File: config.mk
export PLATFORM = sky130hd
export DESIGN_NAME = difd_decoder
export DESIGN_NICKNAME = d
export VERILOG_FILES = /design/src/core/difd_pkg.sv /design/src/core/difd_decoder.sv
export VERILOG_INCLUDE_DIRS = /design/src /design/src/core
export SDC_FILE = /design/constraint.sdc
export NUM_CORES = 1
export LEC_CHECK = 0
export BUFFER_PORTS_ARGS = -buffer_cell sky130_fd_sc_hd__buf_2
export CORE_AREA = 3 3 104 116
export DETAILED_ROUTE_END_ITERATION = 10
export DIE_AREA = 0 0 107 119
export PLACE_DENSITY = 0.84
export SLEW_MARGIN = 20
export SYNTH_ARGS = -nofsm -noshare
export SYNTH_HDL_FRONTEND = slang
export SYNTH_SLANG_ARGS = --single-unit
File: constraint.sdc
create_clock -name core_clk -period 6.16 [get_ports core_clk]
set_input_delay 1.232 -clock core_clk [delete_from_list [all_inputs] [get_ports core_clk]]
set_output_delay 1.232 -clock core_clk [all_outputs]
set_load 0.1 [all_outputs]
File: src/core/difd_cfg.svh
/*
 * Field positions, opcode codes, limits and cycle counts of the
 * instruction format decoder. Assumes a 24-bit program word.
 */
`ifndef DIFD_CFG_SVH
`define DIFD_CFG_SVH

`define DIFD_WORD_W       24
`define DIFD_OPC_W        8
`define DIFD_F_OPC        23:16
`define DIFD_F_CLS        23:21
`define DIFD_F_SUB        20:16
`define DIFD_F_SIZE       16
`define DIFD_F_ACC        16
`define DIFD_F_WBK_EN     17
`define DIFD_F_BASE       15:12
`define DIFD_F_DMODE      11:10
`define DIFD_F_DREG       9:6
`define DIFD_F_SMODE      5:4
`define DIFD_F_SREG       3:0
`define DIFD_F_FDEST      13
`define DIFD_F_FADDR      12:0
`define DIFD_F_BITFILE    11
`define DIFD_F_BFADDR     10:0
`define DIFD_F_ULIT       13:4
`define DIFD_F_LREG       3:0
`define DIFD_F_LIT5       11:7
`define DIFD_F_ADMODE     6:5
`define DIFD_F_ADREG      4:1
`define DIFD_F_SLIT       9:0
`define DIFD_F_SHADOW     15
`define DIFD_F_MULPAIR    15:13
`define DIFD_F_XPF        12:9
`define DIFD_F_XD         8:7
`define DIFD_F_YPF        6:3
`define DIFD_F_YD         2:1
`define DIFD_F_WBK_INC    0
`define DIFD_F_SHSEL      15
`define DIFD_F_SHREG      12:9
`define DIFD_F_SHLIT      14:9
`define DIFD_F_OMODE      7:6
`define DIFD_F_OREG       5:2
`define DIFD_F_PAL_W1     15:1
`define DIFD_F_PAL_W2     6:0
`define DIFD_SUB_NOP      5'h00
`define DIFD_SUB_BRANCH   5'h01
`define DIFD_SUB_BR_COMP  5'h02
`define DIFD_SUB_CALL_IND 5'h03
`define DIFD_SUB_GOTO_IND 5'h04
`define DIFD_SUB_TBL_RD   5'h05
`define DIFD_SUB_TBL_WR   5'h06
`define DIFD_SUB_RET      5'h07
`define DIFD_SUB_RETI     5'h08
`define DIFD_SUB_COND_BR  5'h09
`define DIFD_SUB_SKIP     5'h0A
`define DIFD_SUB_MOV_D    5'h0B
`define DIFD_SUB_GOTO     5'h0C
`define DIFD_SUB_CALL     5'h0D
`define DIFD_SUB_DO       5'h0E
`define DIFD_SUB_PUSH_S   5'h0F
`define DIFD_CYC_NONE     2'h0
`define DIFD_CYC_ONE      2'h1
`define DIFD_CYC_TWO      2'h2
`define DIFD_CYC_THREE    2'h3
`define DIFD_BYTE_LIT_MAX 10'h0FF
`define DIFD_FILE_MAX     13'h1FFF
`define DIFD_W0           4'h0
`define DIFD_W4           4'h4
`define DIFD_WBK_REG      4'hD
`define DIFD_PF_X_BASE    4'h8
`define DIFD_PF_Y_BASE    4'hA
`define DIFD_PF_PER_REG   4'h7
`define DIFD_PF_INDEXED   4'hE
`define DIFD_PF_NONE      4'hF
`define DIFD_PF_INDEX_REG 4'hC

`endif

File: src/core/difd_pkg.sv
/*
 * Types of the instruction format decoder: classes, sizes, states.
 * Assumes the constants of difd_cfg.svh.
 */
package difd_pkg;
  typedef enum logic [2:0] {
    CLS_CTRL      = 3'h0,
    CLS_LIT_MOV   = 3'h1,
    CLS_WORD_W    = 3'h2,
    CLS_WORD_F    = 3'h3,
    CLS_LIT_ARITH = 3'h4,
    CLS_BIT       = 3'h5,
    CLS_DSP_MAC   = 3'h6,
    CLS_DSP_OTHER = 3'h7
  } difd_class_type;

  typedef enum logic [1:0] {
    SIZE_WORD  = 2'h0,
    SIZE_BYTE  = 2'h1,
    SIZE_DWORD = 2'h2
  } difd_size_type;

  typedef enum logic [1:0] {
    ST_FIRST  = 2'h1,
    ST_SECOND = 2'h2
  } difd_state_type;
endpackage

File: src/core/difd_decoder.sv
/*
 * Instruction format decoder: classifies each fetched 24-bit word,
 * splits its operand fields, pairs two-word instructions, predicts the
 * instruction-cycle count and holds the core and DSP status flags.
 * Assumes fetch_word/next_word come from same-clock fetch logic.
 */
// Strobed register access and the register addresses were decided locally.
`timescale 1ns/10ps
`include "difd_cfg.svh"

module difd_decoder
  import difd_pkg::*;
#(
  parameter int WORD_W = `DIFD_WORD_W,
  parameter int OPC_W  = `DIFD_OPC_W
) (
  input  wire logic              core_clk,
  input  wire logic              rst,
  input  wire logic              word_valid,
  input  wire logic [WORD_W-1:0] fetch_word,
  input  wire logic [WORD_W-1:0] next_word,
  input  wire logic              cond_true,
  input  wire logic              pc_write_hit,
  input  wire logic              core_flags_we,
  input  wire logic [4:0]        core_flags_in,
  input  wire logic              dsp_flags_we,
  input  wire logic [3:0]        dsp_flags_in,
  output logic                   dec_valid,
  output difd_class_type         instr_class,
  output difd_size_type          operand_size,
  output logic                   shadow_select,
  output logic                   second_word_follows,
  output logic                   second_word_seen,
  output logic [1:0]             cycle_count,
  output logic [3:0]             base_operand_reg,
  output logic [3:0]             source_operand_reg,
  output logic [1:0]             source_mode,
  output logic [3:0]             dest_operand_reg,
  output logic [1:0]             dest_mode,
  output logic                   dest_used,
  output logic [12:0]            file_addr,
  output logic                   file_op_default_target,
  output logic [3:0]             bit_position_field,
  output logic                   bit_pos_from_reg,
  output logic                   bit_target_is_file,
  output logic [9:0]             ten_bit_unsigned_literal,
  output logic [4:0]             small_literal,
  output logic [15:0]            ten_bit_signed_literal,
  output logic [22:0]            program_address_literal,
  output logic                   accum_select,
  output logic [3:0]             mul_reg_a,
  output logic [3:0]             mul_reg_b,
  output logic [3:0]             pf_addr_reg [2],
  output logic signed [3:0]      pf_post_mod [2],
  output logic                   pf_indexed [2],
  output logic                   pf_enable [2],
  output logic [3:0]             pf_dest_reg [2],
  output logic                   wbk_enable,
  output logic [3:0]             accum_writeback_dest,
  output logic                   wbk_post_inc,
  output logic                   shift_from_reg,
  output logic [3:0]             shift_amount_reg,
  output logic [5:0]             shift_literal,
  output logic                   literal_range_err,
  output logic                   second_word_err,
  output logic                   carry_flag,
  output logic                   digit_carry_flag,
  output logic                   negative_flag,
  output logic                   overflow_flag,
  output logic                   zero_flag,
  output logic                   accum_a_overflow_flag,
  output logic                   accum_b_overflow_flag,
  output logic                   accum_a_saturate_flag,
  output logic                   accum_b_saturate_flag
);

  if (WORD_W != `DIFD_WORD_W || OPC_W != `DIFD_OPC_W) begin : g_bad_width
    $error("difd_decoder serves only a 24-bit word with an 8-bit opcode");
  end

  difd_state_type st_r;
  logic [WORD_W-1:0] first_word_r;
  difd_class_type cls;
  logic [4:0] sub;
  logic [1:0] cyc_nxt;
  difd_size_type size_nxt;
  logic [3:0] mul_a_nxt;
  logic [3:0] mul_b_nxt;
  logic take_first;
  logic take_second;
  logic [3:0] pf_reg_nxt [2];
  logic signed [3:0] pf_mod_nxt [2];
  logic pf_idx_nxt [2];
  logic pf_en_nxt [2];
  logic [3:0] pf_dst_nxt [2];

  function automatic logic two_word(input logic [WORD_W-1:0] w);
    logic [4:0] s;
    s = w[`DIFD_F_SUB];
    two_word = (w[`DIFD_F_CLS] == CLS_CTRL) && (s == `DIFD_SUB_GOTO ||
               s == `DIFD_SUB_CALL || s == `DIFD_SUB_DO);
  endfunction

  function automatic logic signed [3:0] pf_mod(input logic [3:0] k);
    case (k)
      4'h0:    pf_mod = 4'sh6;
      4'h1:    pf_mod = 4'sh4;
      4'h2:    pf_mod = 4'sh2;
      4'h4:    pf_mod = -4'sh6;
      4'h5:    pf_mod = -4'sh4;
      4'h6:    pf_mod = -4'sh2;
      default: pf_mod = 4'sh0;
    endcase
  endfunction

  assign cls         = difd_class_type'(fetch_word[`DIFD_F_CLS]);
  assign sub         = fetch_word[`DIFD_F_SUB];
  assign take_first  = word_valid && (st_r == ST_FIRST);
  assign take_second = word_valid && (st_r == ST_SECOND);

  // sequencing of two-word instructions
  always_ff @(posedge core_clk or posedge rst) begin
    if (rst) begin
      st_r         <= ST_FIRST;
      first_word_r <= '0;
    end else begin
      case (st_r)
        ST_FIRST: begin
          if (word_valid && two_word(fetch_word)) begin
            st_r         <= ST_SECOND;
            first_word_r <= fetch_word;
          end
        end
        ST_SECOND: begin
          if (word_valid) begin
            st_r <= ST_FIRST;
          end
        end
        default: st_r <= ST_FIRST;
      endcase
    end
  end

  // cycle count prediction
  always_comb begin
    cyc_nxt = pc_write_hit ? `DIFD_CYC_TWO : `DIFD_CYC_ONE;
    if (cls == CLS_CTRL) begin
      case (sub)
        `DIFD_SUB_BRANCH, `DIFD_SUB_BR_COMP, `DIFD_SUB_CALL_IND,
        `DIFD_SUB_GOTO_IND, `DIFD_SUB_TBL_RD, `DIFD_SUB_TBL_WR: begin
          cyc_nxt = `DIFD_CYC_TWO;
        end
        `DIFD_SUB_RET, `DIFD_SUB_RETI: begin
          cyc_nxt = `DIFD_CYC_THREE;
        end
        `DIFD_SUB_COND_BR: begin
          cyc_nxt = cond_true ? `DIFD_CYC_TWO : `DIFD_CYC_ONE;
        end
        `DIFD_SUB_SKIP: begin
          if (!cond_true) begin
            cyc_nxt = `DIFD_CYC_ONE;
          end else if (two_word(next_word)) begin
            cyc_nxt = `DIFD_CYC_THREE;
          end else begin
            cyc_nxt = `DIFD_CYC_TWO;
          end
        end
        `DIFD_SUB_MOV_D: begin
          cyc_nxt = `DIFD_CYC_TWO;
        end
        `DIFD_SUB_GOTO, `DIFD_SUB_CALL, `DIFD_SUB_DO: begin
          cyc_nxt = `DIFD_CYC_TWO;
        end
        `DIFD_SUB_NOP: begin
          cyc_nxt = `DIFD_CYC_ONE;
        end
        default: ;
      endcase
    end
  end

  // operand size and multiplicand pair
  always_comb begin
    size_nxt = SIZE_WORD;
    if ((cls == CLS_WORD_W || cls == CLS_WORD_F || cls == CLS_LIT_MOV ||
         cls == CLS_LIT_ARITH) && fetch_word[`DIFD_F_SIZE]) begin
      size_nxt = SIZE_BYTE;
    end else if (cls == CLS_CTRL && sub == `DIFD_SUB_MOV_D) begin
      size_nxt = SIZE_DWORD;
    end
    case (fetch_word[`DIFD_F_MULPAIR])
      3'h0:    {mul_a_nxt, mul_b_nxt} = {4'h4, 4'h5};
      3'h1:    {mul_a_nxt, mul_b_nxt} = {4'h4, 4'h6};
      3'h2:    {mul_a_nxt, mul_b_nxt} = {4'h4, 4'h7};
      3'h3:    {mul_a_nxt, mul_b_nxt} = {4'h5, 4'h6};
      3'h4:    {mul_a_nxt, mul_b_nxt} = {4'h5, 4'h7};
      3'h5:    {mul_a_nxt, mul_b_nxt} = {4'h6, 4'h7};
      default: {mul_a_nxt, mul_b_nxt} = {4'h0, 4'h0};
    endcase
  end

  // X and Y prefetch decode
  for (genvar gi = 0; gi < 2; gi++) begin : g_pf
    logic [3:0] code;
    logic [3:0] base;
    logic       upper;
    assign code  = (gi == 0) ? fetch_word[`DIFD_F_XPF] : fetch_word[`DIFD_F_YPF];
    assign base  = (gi == 0) ? `DIFD_PF_X_BASE : `DIFD_PF_Y_BASE;
    assign upper = code >= `DIFD_PF_PER_REG;
    assign pf_idx_nxt[gi] = code == `DIFD_PF_INDEXED;
    assign pf_en_nxt[gi]  = code != `DIFD_PF_NONE;
    assign pf_reg_nxt[gi] = base + {3'h0, upper || pf_idx_nxt[gi]};
    assign pf_mod_nxt[gi] = pf_mod(upper ? code - `DIFD_PF_PER_REG : code);
    assign pf_dst_nxt[gi] = `DIFD_W4 + {2'h0, (gi == 0) ?
                            fetch_word[`DIFD_F_XD] : fetch_word[`DIFD_F_YD]};
  end

  // decoded fields, one set per instruction
  always_ff @(posedge core_clk or posedge rst) begin
    if (rst) begin
      dec_valid                <= 1'b0;
      instr_class              <= CLS_CTRL;
      operand_size             <= SIZE_WORD;
      shadow_select            <= 1'b0;
      second_word_follows      <= 1'b0;
      second_word_seen         <= 1'b0;
      cycle_count              <= `DIFD_CYC_NONE;
      base_operand_reg         <= '0;
      source_operand_reg       <= '0;
      source_mode              <= '0;
      dest_operand_reg         <= '0;
      dest_mode                <= '0;
      dest_used                <= 1'b0;
      file_addr                <= '0;
      file_op_default_target   <= 1'b0;
      bit_position_field       <= '0;
      bit_pos_from_reg         <= 1'b0;
      bit_target_is_file       <= 1'b0;
      ten_bit_unsigned_literal <= '0;
      small_literal            <= '0;
      ten_bit_signed_literal   <= '0;
      program_address_literal  <= '0;
      accum_select             <= 1'b0;
      mul_reg_a                <= '0;
      mul_reg_b                <= '0;
      pf_addr_reg              <= '{default: '0};
      pf_post_mod              <= '{default: '0};
      pf_indexed               <= '{default: 1'b0};
      pf_enable                <= '{default: 1'b0};
      pf_dest_reg              <= '{default: '0};
      wbk_enable               <= 1'b0;
      accum_writeback_dest     <= '0;
      wbk_post_inc             <= 1'b0;
      shift_from_reg           <= 1'b0;
      shift_amount_reg         <= '0;
      shift_literal            <= '0;
      literal_range_err        <= 1'b0;
      second_word_err          <= 1'b0;
    end else if (take_second) begin
      dec_valid               <= 1'b1;
      second_word_seen        <= 1'b1;
      second_word_follows     <= 1'b0;
      cycle_count             <= `DIFD_CYC_NONE;
      program_address_literal <= {fetch_word[`DIFD_F_PAL_W2],
                                  first_word_r[`DIFD_F_PAL_W1], 1'b0};
      second_word_err         <= fetch_word[`DIFD_F_OPC] != 8'h00;
    end else if (take_first) begin
      dec_valid                <= 1'b1;
      instr_class              <= cls;
      operand_size             <= size_nxt;
      shadow_select            <= cls == CLS_CTRL && sub == `DIFD_SUB_PUSH_S &&
                                  fetch_word[`DIFD_F_SHADOW];
      second_word_follows      <= two_word(fetch_word);
      second_word_seen         <= 1'b0;
      cycle_count              <= cyc_nxt;
      base_operand_reg         <= fetch_word[`DIFD_F_BASE];
      source_operand_reg       <= (cls == CLS_DSP_OTHER) ? fetch_word[`DIFD_F_OREG] :
                                  fetch_word[`DIFD_F_SREG];
      source_mode              <= (cls == CLS_DSP_OTHER) ? fetch_word[`DIFD_F_OMODE] :
                                  fetch_word[`DIFD_F_SMODE];
      dest_operand_reg         <= (cls == CLS_LIT_ARITH) ? fetch_word[`DIFD_F_ADREG] :
                                  (cls == CLS_LIT_MOV) ? fetch_word[`DIFD_F_LREG] :
                                  fetch_word[`DIFD_F_DREG];
      dest_mode                <= (cls == CLS_LIT_ARITH) ? fetch_word[`DIFD_F_ADMODE] :
                                  fetch_word[`DIFD_F_DMODE];
      dest_used                <= (cls == CLS_LIT_ARITH) ?
                                  fetch_word[`DIFD_F_ADREG] != fetch_word[`DIFD_F_BASE] :
                                  1'b1;
      file_addr                <= (cls == CLS_BIT) ? {2'h0, fetch_word[`DIFD_F_BFADDR]} :
                                  fetch_word[`DIFD_F_FADDR] & `DIFD_FILE_MAX;
      file_op_default_target   <= cls == CLS_WORD_F && fetch_word[`DIFD_F_FDEST];
      bit_position_field       <= fetch_word[`DIFD_F_BASE];
      bit_pos_from_reg         <= cls == CLS_BIT && fetch_word[`DIFD_F_SIZE];
      bit_target_is_file       <= cls == CLS_BIT && fetch_word[`DIFD_F_BITFILE];
      ten_bit_unsigned_literal <= fetch_word[`DIFD_F_ULIT];
      small_literal            <= fetch_word[`DIFD_F_LIT5];
      ten_bit_signed_literal   <= {{6{fetch_word[9]}}, fetch_word[`DIFD_F_SLIT]};
      accum_select             <= fetch_word[`DIFD_F_ACC];
      mul_reg_a                <= mul_a_nxt;
      mul_reg_b                <= mul_b_nxt;
      for (int i = 0; i < 2; i++) begin
        pf_addr_reg[i] <= pf_reg_nxt[i];
        pf_post_mod[i] <= pf_mod_nxt[i];
        pf_indexed[i]  <= pf_idx_nxt[i];
        pf_enable[i]   <= pf_en_nxt[i] && cls == CLS_DSP_MAC;
        pf_dest_reg[i] <= pf_dst_nxt[i];
      end
      wbk_enable               <= cls == CLS_DSP_MAC && fetch_word[`DIFD_F_WBK_EN];
      accum_writeback_dest     <= `DIFD_WBK_REG;
      wbk_post_inc             <= fetch_word[`DIFD_F_WBK_INC];
      shift_from_reg           <= fetch_word[`DIFD_F_SHSEL];
      shift_amount_reg         <= fetch_word[`DIFD_F_SHREG];
      shift_literal            <= fetch_word[`DIFD_F_SHLIT];
      literal_range_err        <= cls == CLS_LIT_MOV && fetch_word[`DIFD_F_SIZE] &&
                                  fetch_word[`DIFD_F_ULIT] > `DIFD_BYTE_LIT_MAX;
      second_word_err          <= 1'b0;
    end else begin
      dec_valid <= 1'b0;
    end
  end

  // status flag storage
  always_ff @(posedge core_clk or posedge rst) begin
    if (rst) begin
      {carry_flag, digit_carry_flag, negative_flag, overflow_flag, zero_flag} <= 5'h00;
      {accum_a_overflow_flag, accum_b_overflow_flag,
       accum_a_saturate_flag, accum_b_saturate_flag} <= 4'h0;
    end else begin
      if (core_flags_we) begin
        {carry_flag, digit_carry_flag, negative_flag, overflow_flag,
         zero_flag} <= core_flags_in;
      end
      if (dsp_flags_we) begin
        {accum_a_overflow_flag, accum_b_overflow_flag,
         accum_a_saturate_flag, accum_b_saturate_flag} <= dsp_flags_in;
      end
    end
  end

endmodule

==> results of run 1 <==
## cell usage after synthesis, types with 3 or more instances
cell type | count | share of area [%]
a211o_1 | 3 | 0.46
a21oi_1 | 18 | 1.6
a22o_1 | 9 | 1.4
a31oi_1 | 5 | 0.55
buf_1 | 5 | 0.33
buf_2 | 6 | 0.53
buf_4 | 71 | 9.4
clkbuf_1 | 23 | 1.5
dfrtp_1 | 115 | 51
ha_1 | 4 | 0.88
inv_1 | 7 | 0.46
mux2_1 | 3 | 0.60
mux2_2 | 37 | 7.4
mux2i_1 | 12 | 2.1
nand2_1 | 102 | 6.8
nand2b_1 | 6 | 0.66
nand3_1 | 8 | 0.71
nand3b_1 | 7 | 0.93
nand4_1 | 3 | 0.33
nor2_1 | 20 | 1.3
nor3_1 | 7 | 0.62
o21ai_0 | 37 | 3.3
xor2_1 | 4 | 0.62
## stage by stage
stage                     hold slack, ns  util, %
after detailed placement           0.455     57.1
after global placement             0.449     57.1
after CTS                          0.467     62.6
after floorplan                    0.446        -
after global routing               0.504     62.8
final                              0.464     62.8
## cell type report
type                       instances  share of cell area [%]
clock buffer                      19                    6.43
clock inverter                    13                    2.31
inverter                           7                   0.418
multi-input combinational        336                    30.3
sequential                       116                    42.2
tap                              147                    2.67
timing repair buffer             211                    15.7
## how the worst max path moves through the flow
stage / start / to / slack, ns / cells after the start
final: fetch_word[21] / first_word_r[1] / 3.42 / 6
after global routing: fetch_word[21] / first_word_r[1] / 3.30 / 6
after CTS: fetch_word[21] / first_word_r[12] / 3.03 / 5
after detailed placement: fetch_word[21] / first_word_r[12] / 2.63 / 5
after global placement: fetch_word[21] / first_word_r[1] / 2.65 / 5
after floorplan: rst / accum_a_overflow_flag / 1.86 / 1
## power by group
part	total, mW	switching [mW]	internal, mW
logic	0.851	0.738	0.113
clock network	0.992	0.349	0.643
registers	0.854	0.0354	0.819
## cell families (layout without fill, tap and decap cells)
| group | count (synthesis) | count (layout) | synth area share [%] |
|---|---|---|---|
| muxes | 52 | 52 | 10.1 |
| adders and majority gates | 4 | 4 | 0.885 |
| buffers and inverters | 113 | 250 | 12.5 |
| DFF | 116 | 116 | 51.3 |
| other | 1 | 11 | 0.0663 |
| AOI/OAI and AO/OA | 92 | 92 | 10.2 |
| xor gates and xnor gates | 6 | 6 | 0.929 |
| and+or+nand+nor | 171 | 171 | 14.0 |
## tightest hold or removal path, cell delays in order (launching register included)
cell and delay [ns]:
dfrtp_1 0.34, nand2_1 0.05, nand2_1 0.05
## layout by cell type (no fill, tap or decap), types with 7 or more instances in the layout
cell       Yosys  layout
nor3_1         7       7
buf_2          6     203
dfrtp_1      115     115
mux2i_1       12      12
nor2_1        20      20
nand2_1      102     102
nand3b_1       7       7
nand3_1        8       8
mux2_2        37      37
o21ai_0       37      37
a21oi_1       18      18
a22o_1         9       9
clkbuf_16      0      17
conb_1         1      11
## layer usage
metal | global-route usage [%] | vias to the layer above
met5 | 0 | -
met4 | 11.0 | 2
met3 | 5.31 | 24
met2 | 37.6 | 172
met1 | 27.2 | 2166
li1 | - | 2088
==> summary.txt, run 1 <==
Outcome
  • Status: finished, final reports clean

Global routing
  • Initial antenna violation count: 1
  • First-pass GRT wire length: 22200 um
  • Gr usage total: 22.5%
  • Largest net degree at the start of global routing: 68
  • Vias in the first global route: 4345
  • Total gr overflow: 0

Timing
  • RSZ-0062 raised after global routing: false
  • Final setup fails: 0
  • Fmax: 365 MHz
  • Tmin final: 2.74 ns
  • Final WS setup: 3.42 ns
  • Worst Tran Pin Value: 0.819 ns
  • Final Hold Viols: 0
  • Final slew viol count: 0
  • Worst Skew: 0.00532 ns
  • Max_slew headroom: 45.4%
  • Final period util: 44.5%
  • Setup TNS: 0 ns

Placed design
  • Dpl ws: 2.63 ns
  • # port buffers: 203
  • Placed Instances: 815
  • Final HPWL DP: 9800 um
  • Placed cell areas: 0.00626 mm2
  • GP Congestion: 0.880

Pwr
  • PD cells: 392 mW/mm2
  • Total power: 2.70 mW
  • Max VDD drop: 0.179 mV
  • Leak: 3.63 nW

Clock network
  • Clk sink count: 116
  • Clock Latency Late Sink: 0.41 ns
  • CTS tree: built
  • CTS Buffer Depth: 2
  • Post-cts repair resize count: 0
  • TritonCTS Buffers: 17
  • Root Driver: clkbuf_16
  • Htree depth: 4
  • Post-CTS Setup Bufs: 0
  • Clk slew on worst S/H paths: 0.05 ns
  • Hold-fix buffers, CTS: 0

Cells and area
  • Register area: 0.00290 mm2
  • Finished Layout Cells: 849
  • Largest regs: program_address_literal x22, first_word_r x15, file_addr x13
  • Nets@finish: 757
  • Multi-input gate area: 0.00208 mm2
  • Antenna diodes: 0
  • Max reg flops: 22
  • Area growth from synthesis to layout: 21.7%
  • Share of post-route cells with drive strength above 1: 40.6%
  • Fillers: 859
  • Top reg by flops: program_address_literal
  • Final instance area: 0.00689 mm2

Detailed routing
  • Routed WL per cell: 16.8 um
  • Met3 wire len: 835 um
  • Routed Antenna Nets: 0
  • Met2 WL: 7400 um
  • Initial drt markers: 307
  • Vias per inst: 5.24
  • Final WL: 14300 um
  • Uppermost layer routed: met5
  • M1 wire length: 5660 um
  • DRC violations left: 0
  • Vias: 4452
  • Drt first pass iters: 4

Setup path
  • Worst path slowest cell: nand4_1
  • Flop-to-flop setup slack: 3.93 ns
  • Startpoint Class: input port
  • Crit. End Element: register
  • Critical-path cell list: buf_2 > nor3_2 > and3b_1 > nand4_1 > buf_6 > mux2_1
  • CP arrival: 3.03 ns
  • Worst r2r src: st_r[0]
  • Crit path required time: 6.45 ns
  • Critical Path Fanout Max: 11
  • Crit-path max cell delay: 0.51 ns
  • R2R depth: 5
  • CP top delay family: simple AND/OR/NAND/NOR gates
  • Reg2reg end: wbk_enable
  • Critical setup path kind: input port to register
  • CP bufs+invs: 2

Yosys
  • Post-Syn Instances: 555
  • EDFF count, synth: 0
  • #FFs+latches synth: 116
  • Mean Syn Cell Area: 10.2 um2
  • Primary FF master, synth: dfrtp_1
  • Mapped cell area: 0.00566 mm2
  • Seq/Total Area, Yosys: 51.3%
  • Ys async rst share: 100%
  • Synth Warn #: 0
  • Distinct cells, synth: 55

Min path
  • Hold endpoint: mul_reg_a[1]
  • Hold path startpoint: mul_reg_a[1]
  • Hold depth: 2
  • Hold Crit Class: register to register

Floorplan
  • Die area: 0.0127 mm2
  • Die W: 107 um
  • Row cnt: 40
  • Core Footprint: 0.0110 mm2
  • I/O pins: 231
  • Starting Density: 51.6%
  • Die Y: 119 um

Job
  • Max-capacitance violation count: 0
Note: power is estimated with default switching activity, not from simulation.
==> run 2: changes to the inputs <==
CORE_AREA = 3 3 107 119   (was 3 3 104 116)
DIE_AREA = 0 0 110 122   (was 0 0 107 119)
PLACE_DENSITY = 0.8   (was 0.84)
clock period = 2.65 ns   (was 6.16 ns; I/O delays follow)
==> run 2 against run 1 <==
Sequential share of layout area down 0.084 points. Clock skew down 0.00062 ns. Count of clock-buffer cells in the layout up 3. Design area up 0.20%. Final cell count up 0.47%. Setup slack worse by 2.7 ns. First-iteration DRC count up 13%. Hold slack worse by 0.14 ns. Combinational power up 130%. Critical endpoint is now ten_bit_signed_literal[11].
==> summary.txt, run 2 (same netlist as run 1, synthesis figures left out) <==
Placed design
  • Placed Instances: 822
  • Final HPWL DP: 9840 um
  • Placed cell areas: 0.00632 mm2
  • # port buffers: 203
  • GP Congestion: 0.828

Timing
  • Max_slew headroom: 55.9%
  • Worst Tran Pin Value: 0.659 ns
  • Fin Hold WS: 0.328 ns
  • Tmin final: 1.92 ns
  • Final period util: 72.4%
  • Worst Skew: 0.00470 ns
  • Final slew viol count: 0
  • Setup TNS: 0 ns
  • Final Hold Viols: 0
  • Final setup fails: 0
  • RSZ-0062 raised after global routing: false
  • Fmax: 521 MHz

Clock network
  • TritonCTS Buffers: 17
  • Post-CTS Setup Bufs: 0
  • CTS tree: built
  • Clk slew on worst S/H paths: 0.05 ns
  • CTS Buffer Depth: 2
  • Hold-fix buffers, CTS: 0
  • Clock Latency Late Sink: 0.40 ns
  • Post-cts repair resize count: 0
  • Clk sink count: 116
  • Root Driver: clkbuf_16
  • Htree depth: 4

Cells and area
  • Area growth from synthesis to layout: 22.0%
  • Antenna diodes: 0
  • Final instance area: 0.00690 mm2
  • Max reg flops: 22
  • Finished Layout Cells: 853
  • Commonest non-fill, non-tap cell in the layout: buf_2
  • Share of post-route cells with drive strength above 1: 40.5%
  • Largest regs: program_address_literal x22, first_word_r x15, file_addr x13
  • Highest-count cells in the layout ignoring fill and taps: 203 x buf_2, 115 x dfrtp_1, 102 x nand2_1
  • Final core occ: 59.8%
  • Nets@finish: 759
  • Top reg by flops: program_address_literal

Setup path
  • R2R depth: 4
  • Worst path slowest cell: dfrtp_1
  • Worst path depth: 1
  • CP arrival: 1.39 ns
  • Crit path required time: 2.12 ns
  • Critical setup path kind: register to output port
  • Crit-path max cell delay: 0.50 ns
  • Startpoint Class: register
  • Flop-to-flop setup slack: 0.80 ns
  • CP bufs+invs: 1
  • CP top delay family: flip-flops
  • Crit. End Element: output port
  • Critical Path Fanout Max: 13
  • Critical-path cell list: buf_2

Floorplan
  • Starting Density: 49.0%
  • Die W: 110 um
  • Core Footprint: 0.0115 mm2
  • Die area: 0.0134 mm2
  • Row cnt: 41
  • I/O pins: 231
  • Die Y: 122 um

Detailed routing
  • Routed Antenna Nets: 0
  • DRC violations left: 0
  • Initial drt markers: 346
  • Vias: 4465
  • Drt first pass iters: 4
  • Routed WL per cell: 16.4 um
  • Vias per inst: 5.23
  • Final WL: 14000 um

Global routing
  • Vias in the first global route: 4338
  • Largest net degree at the start of global routing: 117
  • M2 GR Usage: 36.9%
  • M1 GR Usage: 25.0%
  • Global-route met3 utilization: 5.62%
  • Initial antenna violation count: 0
  • Total gr overflow: 0
  • Gr usage total: 21.2%
  • Grt peak-use layer: met2
  • First-pass GRT wire length: 21900 um

Pwr
  • Max VDD drop: 0.551 mV
  • Leak: 3.64 nW
  • PD cells: 895 mW/mm2

Outcome
  • Status: finished, final reports clean

Job
  • Max-capacitance violation count: 0

Min path
  • Hold Crit Class: input port to async pin
## run 2: path summary, 6_finish.rpt
| check | start | to |
|---|---|---|
| max | file_addr[9] | ten_bit_signed_literal[11] |
| min | rst | first_word_r[14] |
| max reg2reg | st_r[0] | first_word_r[12] |
| min reg2reg | mul_reg_a[1] | mul_reg_a[1] |
| max in group asynchronous | rst | pf_post_mod[2] |
| min in group core_clk | core_flags_in[4] | carry_flag |
## run 2: through the flow
stage | worst slack [ns] | total power, mW
floorplan | 0.614 | 3.78
global placement | 0.633 | 3.97
detailed placement | 0.555 | 4.00
CTS | 0.693 | 6.22
global route | 0.618 | 6.38
finish | 0.732 | 6.18
## run 2: cell type report
cell class              count  area (um2)
clock inverters             9         104
inverters                   7        30.0
multi-input cells         336        2080
well taps                 150         188
flip-flops and latches    116        2900
clock buffers              22         474
repair buffers            213        1120
fillers                   962        4640
## run 2: layer usage
metal | share of wire, % | routed length (um)
met5 | 0 | 0
met4 | 1.9 | 267
met3 | 6.2 | 874
met2 | 52 | 7360
met1 | 39 | 5520
## run 2: report_power, final
group,leakage (nW),switching [mW],internal [mW]
Combinational,1.88,1.71,0.268
Clock,0.282,0.764,1.45
Sequential,1.48,0.0786,1.90
==> run 3: changes to the inputs <==
clock period = 1.9 ns   (was 2.65 ns; I/O delays follow)
==> run 3 against run 2 <==
Core utilization rose by 1.5 points. Design area rose by 2.6%. Count of clock-buffer cells in the layout fell by 2. First-iteration DRC count fell by 32%. Sequential power rose by 40%. Global-route usage rose by 0.63 points. Flip-flop and latch count did not move. Critical path depth did not move. Final cell count rose by 1.3%. Register-to-register slack got worse by 0.50 ns. Clock power rose by 54%. Setup slack got worse by 0.62 ns. Largest power group unchanged.
==> summary.txt, run 3 (same netlist as run 1, synthesis figures left out) <==
Clock network
  • Clock Latency Late Sink: 0.41 ns
  • Hold-fix buffers, CTS: 0
  • TritonCTS Buffers: 17
  • Clk slew on worst S/H paths: 0.05 ns
  • Clk sink count: 116
  • Post-CTS Setup Bufs: 0
  • CTS Buffer Depth: 2
  • Htree depth: 4
  • Root Driver: clkbuf_16
  • CTS tree: built
  • Post-cts repair resize count: 0

Job
  • Max-capacitance violation count: 0

Cells and area
  • Antenna diodes: 0
  • Commonest non-fill, non-tap cell in the layout: buf_2
  • Area growth from synthesis to layout: 25.1%
  • Max reg flops: 22
  • Largest regs: program_address_literal x22, first_word_r x15, file_addr x13
  • Top reg by flops: program_address_literal
  • Nets@finish: 769
  • Fillers: 980
  • Share of post-route cells with drive strength above 1: 41.7%
  • Highest-count cells in the layout ignoring fill and taps: 203 x buf_2, 115 x dfrtp_1, 102 x nand2_1

Pwr
  • PD cells: 1270 mW/mm2
  • Max VDD drop: 0.788 mV
  • Sequential share of power: 30.9%
  • Clock network power share: 38.0%
  • Sw Pwr: 3.62 mW
  • Total power: 8.97 mW
  • Leak: 3.72 nW
  • Combinational power share: 31.2%
  • Sw Share: 40.4%
  • Cell internal pwr: 5.35 mW

Global routing
  • Global-route met3 utilization: 5.46%
  • M1 GR Usage: 25.0%
  • Initial antenna violation count: 0
  • Grt peak-use layer: met2
  • Total gr overflow: 0
  • Largest net degree at the start of global routing: 57
  • Gr usage total: 21.8%
  • Vias in the first global route: 4412
  • First-pass GRT wire length: 22300 um
  • M2 GR Usage: 37.9%

Timing
  • Final Hold Viols: 0
  • Final setup fails: 0
  • Final WS setup: 0.113 ns
  • Final period util: 94.1%
  • Setup TNS: 0 ns
  • RSZ-0062 raised after global routing: true
  • Worst Skew: 0.00520 ns
  • Worst Tran Pin Value: 0.521 ns
  • Max_slew headroom: 65.5%
  • Tmin final: 1.79 ns
  • Final slew viol count: 0
  • Fmax: 560 MHz

Setup path
  • CP top delay family: flip-flops
  • Worst path slowest cell: dfrtp_1
  • Critical setup path kind: register to output port
  • Crit. End Element: output port
  • Crit-path max cell delay: 0.50 ns
  • CP arrival: 1.41 ns
  • CP bufs+invs: 1
  • Crit path required time: 1.52 ns
  • Critical-path cell list: buf_2
  • Startpoint Class: register
  • Critical Path Fanout Max: 13

Floorplan
  • Die Y: 122 um
  • Row cnt: 41
  • Die W: 110 um
  • I/O pins: 231
  • Die area: 0.0134 mm2
  • Core Footprint: 0.0115 mm2
  • Starting Density: 49.0%

Detailed routing
  • Final WL: 14500 um
  • Vias per inst: 5.22
  • Routed Antenna Nets: 0
  • Routed WL per cell: 16.7 um
  • Initial drt markers: 235
  • Vias: 4509
  • Drt first pass iters: 4
  • DRC violations left: 0

Placed design
  • # port buffers: 203
  • GP Congestion: 0.855
  • Dpl ws: 0.0507 ns
  • Final HPWL DP: 10300 um

Outcome
  • Status: finished, final reports clean

Min path
  • Hold Crit Class: input port to async pin
## run 3: layout make-up
type | count | area, um2 | share of cell area, %
timing repair buffer | 223 | 1230 | 17.4
multi-input combinational | 336 | 2080 | 29.4
clock buffer | 20 | 467 | 6.59
sequential | 116 | 2900 | 41.0
inverter | 7 | 30.0 | 0.424
clock inverter | 12 | 176 | 2.49
tap | 150 | 188 | 2.65
## run 3: power groups by stage
stage                     registers, mW  logic, mW  clock network, mW
after CTS                          2.77       2.81               3.47
after global routing               2.80       2.89               3.58
after floorplan                    3.88       1.39                  0
after global placement             2.80       2.77                  0
after detailed placement           2.81       2.80                  0
final                              2.77       2.80               3.41
## run 3: per-layer routing
| layer | vias up | wire [um] |
|---|---|---|
| met5 | - | 0 |
| met4 | 0 | 374 |
| met3 | 27 | 981 |
| met2 | 178 | 7570 |
| met1 | 2194 | 5540 |
| li1 | 2110 | - |
## run 3: path summary, 6_finish.rpt
path,start,endpoint,slack (ns),cells past startpoint
setup / recovery,file_addr[9],ten_bit_signed_literal[11],0.11,1
hold / removal,rst,mul_reg_b[0],0.005,2
setup reg to reg,st_r[0],first_word_r[1],0.30,4
hold reg to reg,mul_reg_a[1],mul_reg_a[1],0.47,2
max in group asynchronous,rst,st_r[0],1.28,3
min in group core_clk,core_flags_in[1],overflow_flag,0.20,2
## run 3: stage by stage
step | std cells | hold slack [ns] | area [um2] | utilization [%]
2_1_floorplan | 565 | 0.446 | 5700 | -
3_3_place_gp | 832 | 0.438 | 6430 | 55.7
5_1_grt | 864 | 0.0231 | 7080 | 61.3
6_report | 864 | 0.00519 | 7080 | 61.3
3_5_place_dp | 832 | 0.439 | 6430 | 55.7
4_1_cts | 864 | 0.00917 | 7080 | 61.3
